==> src/hdl/slp_pkg.sv <==
// shared constants and types of the power-down instruction unit
// assumes one core clock; instruction cycle is four clock phases
package slp_pkg;

    // ------------------------------------------------------------
    // instruction encoding
    // ------------------------------------------------------------
    localparam logic [15:0] SLP_OPC_SLEEP = 16'h0003;

    // ------------------------------------------------------------
    // flag reset values
    // ------------------------------------------------------------
    localparam logic SLP_TO_RST = 1'h1;
    localparam logic SLP_PWRDN_RST = 1'h1;

    // ------------------------------------------------------------
    // phase timing
    // ------------------------------------------------------------
    localparam int          SLP_Q_PHASES = 4;
    localparam logic [1:0]  SLP_PH_RST   = 2'h0;
    localparam logic [1:0]  SLP_PH_LAST  = 2'h3;

    typedef enum logic [1:0] {
        SLP_ST_RUN,
        SLP_ST_EXEC,
        SLP_ST_SLEEP
    } slp_state_t;

endpackage

==> src/hdl/slp_q_if.sv <==
// phase-enable carrier between the phase divider and the decoder
// assumes both ends on clk_sys
`timescale 1ns/1ns
interface slp_q_if;
    logic       run;
    logic [3:0] q;

    modport gen (input run, output q);
    modport use_q (output run, input q);
endinterface

==> src/hdl/slp_sleep_unit.sv <==
// power-down instruction decode and execute, with sleep and watchdog wake
// assumes instr is stable across the first phase of each instruction cycle
// Function
// RULE1 - the power-down opcode is the single word with upper twelve bits zero and low nibble 0011.
// RULE2 - executing it clears the power-down flag.
// RULE3 - executing it sets the timeout flag.
// RULE4 - executing it clears the watchdog counter and its postscaler.
// RULE5 - after the flag updates the core sleeps until a wake-up event.
// RULE6 - while asleep the oscillator is stopped and no core phase runs.
// RULE7 - a watchdog wake-up from sleep clears the timeout flag.
// RULE8 - the instruction takes one word and one cycle: decode, no-op, process, sleep.
`timescale 1ns/1ns
module slp_sleep_unit
    import slp_pkg::*;
(
    // clock and reset
    input  wire logic        clk_sys,
    input  wire logic        rstn,
    // instruction fetch
    input  wire logic [15:0] instr,
    input  wire logic        instr_valid,
    // wake-up sources
    input  wire logic        wdt_timeout,
    input  wire logic        wake_evt,
    // status and control
    output logic             timeout_flag,
    output logic             powerdown_flag,
    output logic             wdt_clear,
    output logic             sleeping,
    output logic             osc_run,
    output logic [3:0]       q_phase
);

    // ------------------------------------------------------------
    // state
    // ------------------------------------------------------------
    typedef struct packed {
        slp_state_t st;
        logic       to;
        logic       pwrdn;
        logic       wclr;
    } slp_unit_t;

    localparam slp_unit_t SLP_RST = '{st: SLP_ST_RUN, to: SLP_TO_RST,
                                     pwrdn: SLP_PWRDN_RST, wclr: 1'b0};

    slp_unit_t s_q;
    slp_unit_t s_d;
    slp_q_if   qif ();

    // ------------------------------------------------------------
    // phase divider
    // ------------------------------------------------------------
    slp_qphase u_qphase (
        .clk_sys (clk_sys),
        .rstn    (rstn),
        .qif     (qif.gen)
    );

    assign qif.run = (s_q.st != SLP_ST_SLEEP); // RULE6

    // ------------------------------------------------------------
    // decode
    // ------------------------------------------------------------
    logic is_sleep_op;
    assign is_sleep_op = instr_valid && (instr == SLP_OPC_SLEEP); // RULE1

    // ------------------------------------------------------------
    // sequencing
    // ------------------------------------------------------------
    always_comb begin
        s_d      = s_q;
        s_d.wclr = 1'b0;
        case (s_q.st)
            SLP_ST_RUN: begin
                if (qif.q[0] && is_sleep_op) begin
                    s_d.st = SLP_ST_EXEC; // RULE8
                end
            end
            SLP_ST_EXEC: begin
                if (qif.q[2]) begin
                    s_d.to   = 1'b1; // RULE3
                    s_d.pwrdn = 1'b0; // RULE2
                    s_d.wclr = 1'b1; // RULE4
                end
                if (qif.q[3]) begin
                    s_d.st = SLP_ST_SLEEP; // RULE5
                end
            end
            SLP_ST_SLEEP: begin
                if (wdt_timeout) begin
                    s_d.to = 1'b0; // RULE7
                    s_d.st = SLP_ST_RUN;
                end else if (wake_evt) begin
                    s_d.st = SLP_ST_RUN;
                end
            end
            default: begin
                s_d.st = SLP_ST_RUN;
            end
        endcase
    end

    always_ff @(posedge clk_sys or negedge rstn) begin
        if (!rstn) begin
            s_q <= SLP_RST;
        end else begin
            s_q <= s_d;
        end
    end

    // ------------------------------------------------------------
    // outputs
    // ------------------------------------------------------------
    assign timeout_flag   = s_q.to;
    assign powerdown_flag = s_q.pwrdn;
    assign wdt_clear      = s_q.wclr;
    assign sleeping       = (s_q.st == SLP_ST_SLEEP);
    assign osc_run        = (s_q.st != SLP_ST_SLEEP);
    assign q_phase        = qif.q;

    logic start;
    assign start = (s_q.st == SLP_ST_RUN) && qif.q[0] && is_sleep_op;
endmodule

==> src/hdl/slp_qphase.sv <==
// four-phase enable divider for the instruction cycle
// assumes run drops while the core sleeps; restarts at the first phase
`timescale 1ns/1ns
module slp_qphase
    import slp_pkg::*;
(
    // clock and reset
    input  wire logic clk_sys,
    input  wire logic rstn,
    // phase enables
    slp_q_if.gen      qif
);

    typedef struct packed {
        logic [1:0] ph;
    } slp_ph_t;

    slp_ph_t s_q;
    slp_ph_t s_d;

    always_comb begin
        s_d = s_q;
        if (qif.run) begin
            s_d.ph = (s_q.ph == SLP_PH_LAST) ? SLP_PH_RST : s_q.ph + 2'h1;
        end
    end

    always_ff @(posedge clk_sys or negedge rstn) begin
        if (!rstn) begin
            s_q.ph <= SLP_PH_RST;
        end else begin
            s_q <= s_d;
        end
    end

    // one-hot enable, gated off while stopped
    always_comb begin
        qif.q = '0;
        if (qif.run) begin
            qif.q[s_q.ph] = 1'b1;
        end
    end

endmodule

==> config.mk <==
export PLATFORM = sky130hd
export DESIGN_NAME = slp_sleep_unit
export DESIGN_NICKNAME = d
export VERILOG_FILES = /design/src/hdl/slp_pkg.sv /design/src/hdl/slp_q_if.sv /design/src/hdl/slp_sleep_unit.sv /design/src/hdl/slp_qphase.sv
export SDC_FILE = /design/constraint.sdc
export NUM_CORES = 1
export LEC_CHECK = 0
export BUFFER_PORTS_ARGS = -buffer_cell sky130_fd_sc_hd__buf_2
export CAP_MARGIN = 20
export CORE_AREA = 2 2 47 49
export CTS_CLUSTER_SIZE = 10
export DETAILED_ROUTE_END_ITERATION = 12
export DIE_AREA = 0 0 49 51
export PLACE_DENSITY = 0.57
export SYNTH_ARGS = -nofsm -noshare
export SYNTH_HDL_FRONTEND = slang
export SYNTH_SLANG_ARGS = --single-unit
==> constraint.sdc <==
create_clock -name clk_sys -period 1.6 [get_ports clk_sys]
set_input_delay 0.24 -clock clk_sys [delete_from_list [all_inputs] [get_ports clk_sys]]
set_output_delay 0.24 -clock clk_sys [all_outputs]
set_load 0.005 [all_outputs]
==> impl_metrics.env <==
export IMPL_setup_tns_ns=0
export IMPL_dieArea_mm2=0.00250
export IMPL_max_freq_mhz=693
export IMPL_setup_viol=0
export IMPL_yosysTopAreaCell="dfrtp_1"
export IMPL_viasPerCell=3.88
export IMPL_most_common_layout_cells="buf_2, inv_1, dfrtp_1"
export IMPL_htree_levels=1
export IMPL_multiInputGateArea_um2=216
export IMPL_hold_class="in2reg"
export IMPL_drive_gt1_share_pct=53.3
export IMPL_ys_ff_latch=7
export IMPL_dp_final_hpwl_um=855
export IMPL_drtAntennaViolNets=0
export IMPL_p_int_mw=0.380
export IMPL_fin_nets=101
export IMPL_seq_area_um2=178
export IMPL_drcViolationCount=0
export IMPL_netlist_area_um2=429
export IMPL_vdd_ir_drop_max_mv=0.294
export IMPL_min_period_ns=1.44
export IMPL_antenna_found_initial=0
export IMPL_yosys_area_top_type_share_pct=29.2
export IMPL_worst_pin_slew_ns=0.224
export IMPL_syn_instance_count=43
export IMPL_crit_path_end_kind="output port"
export IMPL_grt_overflow=0
export IMPL_finalHoldViolations=0
export IMPL_pwr_share_comb_pct=30.9
export IMPL_numCtsBuffers=3
export IMPL_clk_latency_ns=0.24
export IMPL_clkSlewWorstSetupHoldPaths_ns=0.05
export IMPL_clock_skew_ns=0.000599
export IMPL_critPathKind="reg2out"
export IMPL_relSlewSlack_pct=84.9
export IMPL_drt_iter0_markers=2
export IMPL_switchingPower_mw=0.147
export IMPL_start_util_pct=20.8
export IMPL_finalPower_mw=0.527
export IMPL_drt_first_pass_iters=2
export IMPL_avgSynthCellArea_um2=9.98
export IMPL_seq_area_frac_synth_pct=41.4
export IMPL_cts_path_max_buffers=2
export IMPL_maxSlewViolCount=0
export IMPL_leakage_nw=0.345
export IMPL_synth_distinct_cells=18
export IMPL_swShare_pct=27.9
export IMPL_synth_fp_nets=68
export IMPL_io_pins=30
export IMPL_fp_dieW_um=49
export IMPL_crit_path_start_kind="register"
export IMPL_outcome="completed"
export IMPL_wl_um=1010
export IMPL_critPathRequiredTime_ns=1.36
export IMPL_port_buffers=29
export IMPL_post_drt_wl_per_cell_um=9.83
export IMPL_final_common_cell="buf_2"
export IMPL_grt_max_degree=12
export IMPL_post_cts_setup_buffers=0
export IMPL_syn2layout_area_growth_pct=47.5
export IMPL_grt_pass1_wl_um=1660
export IMPL_cts_tree="done"
export IMPL_ys_warn_count=0
export IMPL_yosys_top_cells_area="dfrtp_1, dfstp_2, ha_1"
export IMPL_seq_power_share_pct=39.7
export IMPL_maxCapViolCount=0
export IMPL_n_antenna_cell=0
export IMPL_timing_final_crit_share_pct=90.2
export IMPL_place_congestion=0.665
export IMPL_clock_power_share_pct=29.4
export IMPL_rsz0062_at_grt="false"
export IMPL_fillers=233
export IMPL_power_density_mw_per_mm2=832
export IMPL_arrival_ns=1.20
export IMPL_vias=400
export IMPL_grt_pass1_vias=388
export IMPL_chipHeight_um=51
export IMPL_cts_sinks=7
export IMPL_rows=17
export IMPL_grt_util_all_layers_pct=8.90
export IMPL_crit_path_max_fanout=11
export IMPL_root_buffer="clkbuf_4"
export IMPL_core_area_mm2=0.00206
per-layer routing:
metal | GRT usage (%) | vias to the layer above | routed length [um] | share of wire (%)
met1 | 9.60 | 174 | 393 | 39
met4 | 4.29 | 0 | 0 | 0
met3 | 3.51 | 0 | 114 | 11
li1 | - | 204 | - | -
met5 | 0 | - | 0 | 0
met2 | 15.3 | 22 | 505 | 50
cell families after synthesis:
family | synth area share [%]
buffers and inverters | 8.74
flip-flops | 41.4
AO/OA/AOI/OAI | 9.91
AND/OR/NAND/NOR | 28.3
adder cells (fa/ha/maj) | 11.7
final cells by class:
class / instances / share of cell area (%)
Tap cell: 28 / 5.53
Sequential cell: 7 / 28.1
Multi-Input combinational cell: 28 / 34.2
Inverter: 6 / 3.56
Timing Repair Buffer: 30 / 24.5
Clock buffer: 4 / 4.15
metrics by stage:
step | hold WS, ns | util [%] | setup WS (ns) | area (um^2) | instances
5_1_grt | 0.201 | 30.7 | 0.0784 | 633 | 103
6_report | 0.202 | 30.7 | 0.157 | 633 | 103
4_1_cts | 0.199 | 30.6 | 0.0694 | 631 | 103
3_5_place_dp | 0.0825 | 28.8 | 0.343 | 594 | 98
2_1_floorplan | -0.0556 | - | 0.419 | 429 | 43
3_3_place_gp | 0.0781 | 28.8 | 0.365 | 594 | 98
critical path, cell delays in order (launching register included):
cell	delay, ns
dfrtp_1	0.39
nand2b_2	0.27
and2_1	0.19
buf_2	0.12
what timing repair did:
action	4_1_cts	5_1_grt
hold buffers	1	0
endpoints found under the hold margin	5	0
resized for setup	0	1
endpoints found under the setup margin	0	2
state kept, by name (all words and copies together) (netlist names):
signal,count
powerdown_flag,1
s_q,2
timeout_flag,1
u_qphase.s_q,2
wdt_clear,1
synth_stat cells:
cell type,number
inv_1,6
dfrtp_1,5
and2_1,4
ha_1,4
nand2_1,4
buf_4,2
dfstp_2,2
nand3_1,2
nor2_1,2
nor4_1,2
nor4b_2,2
o21ai_0,2
nand2b_1,1
nand4_1,1
nor2b_2,1
o21ai_1,1
o2bb2ai_2,1
o31ai_2,1
power groups by stage:
stage	clock network (mW)	logic (mW)	registers (mW)
6_report	0.155	0.163	0.209
5_1_grt	0.175	0.186	0.211
4_1_cts	0.161	0.166	0.209
3_5_place_dp	0	0.163	0.212
3_3_place_gp	0	0.165	0.211
2_1_floorplan	0	0.107	0.209
worst paths after layout:
check / startpoint / end / slack [ns] / cells after the start
setup / recovery: s_q[3] / q_phase[0] / 0.16 / 3
hold / removal: wake_evt / s_q[4] / 0.20 / 2
setup reg to reg: u_qphase.s_q[0] / s_q[3] / 0.37 / 5
hold reg to reg: timeout_flag / timeout_flag / 0.48 / 2
max in group asynchronous: rstn / timeout_flag / 1.01 / 2
min in group asynchronous: rstn / u_qphase.s_q[0] / 0.36 / 2
No activity file was read; power rests on OpenSTA's default activity.
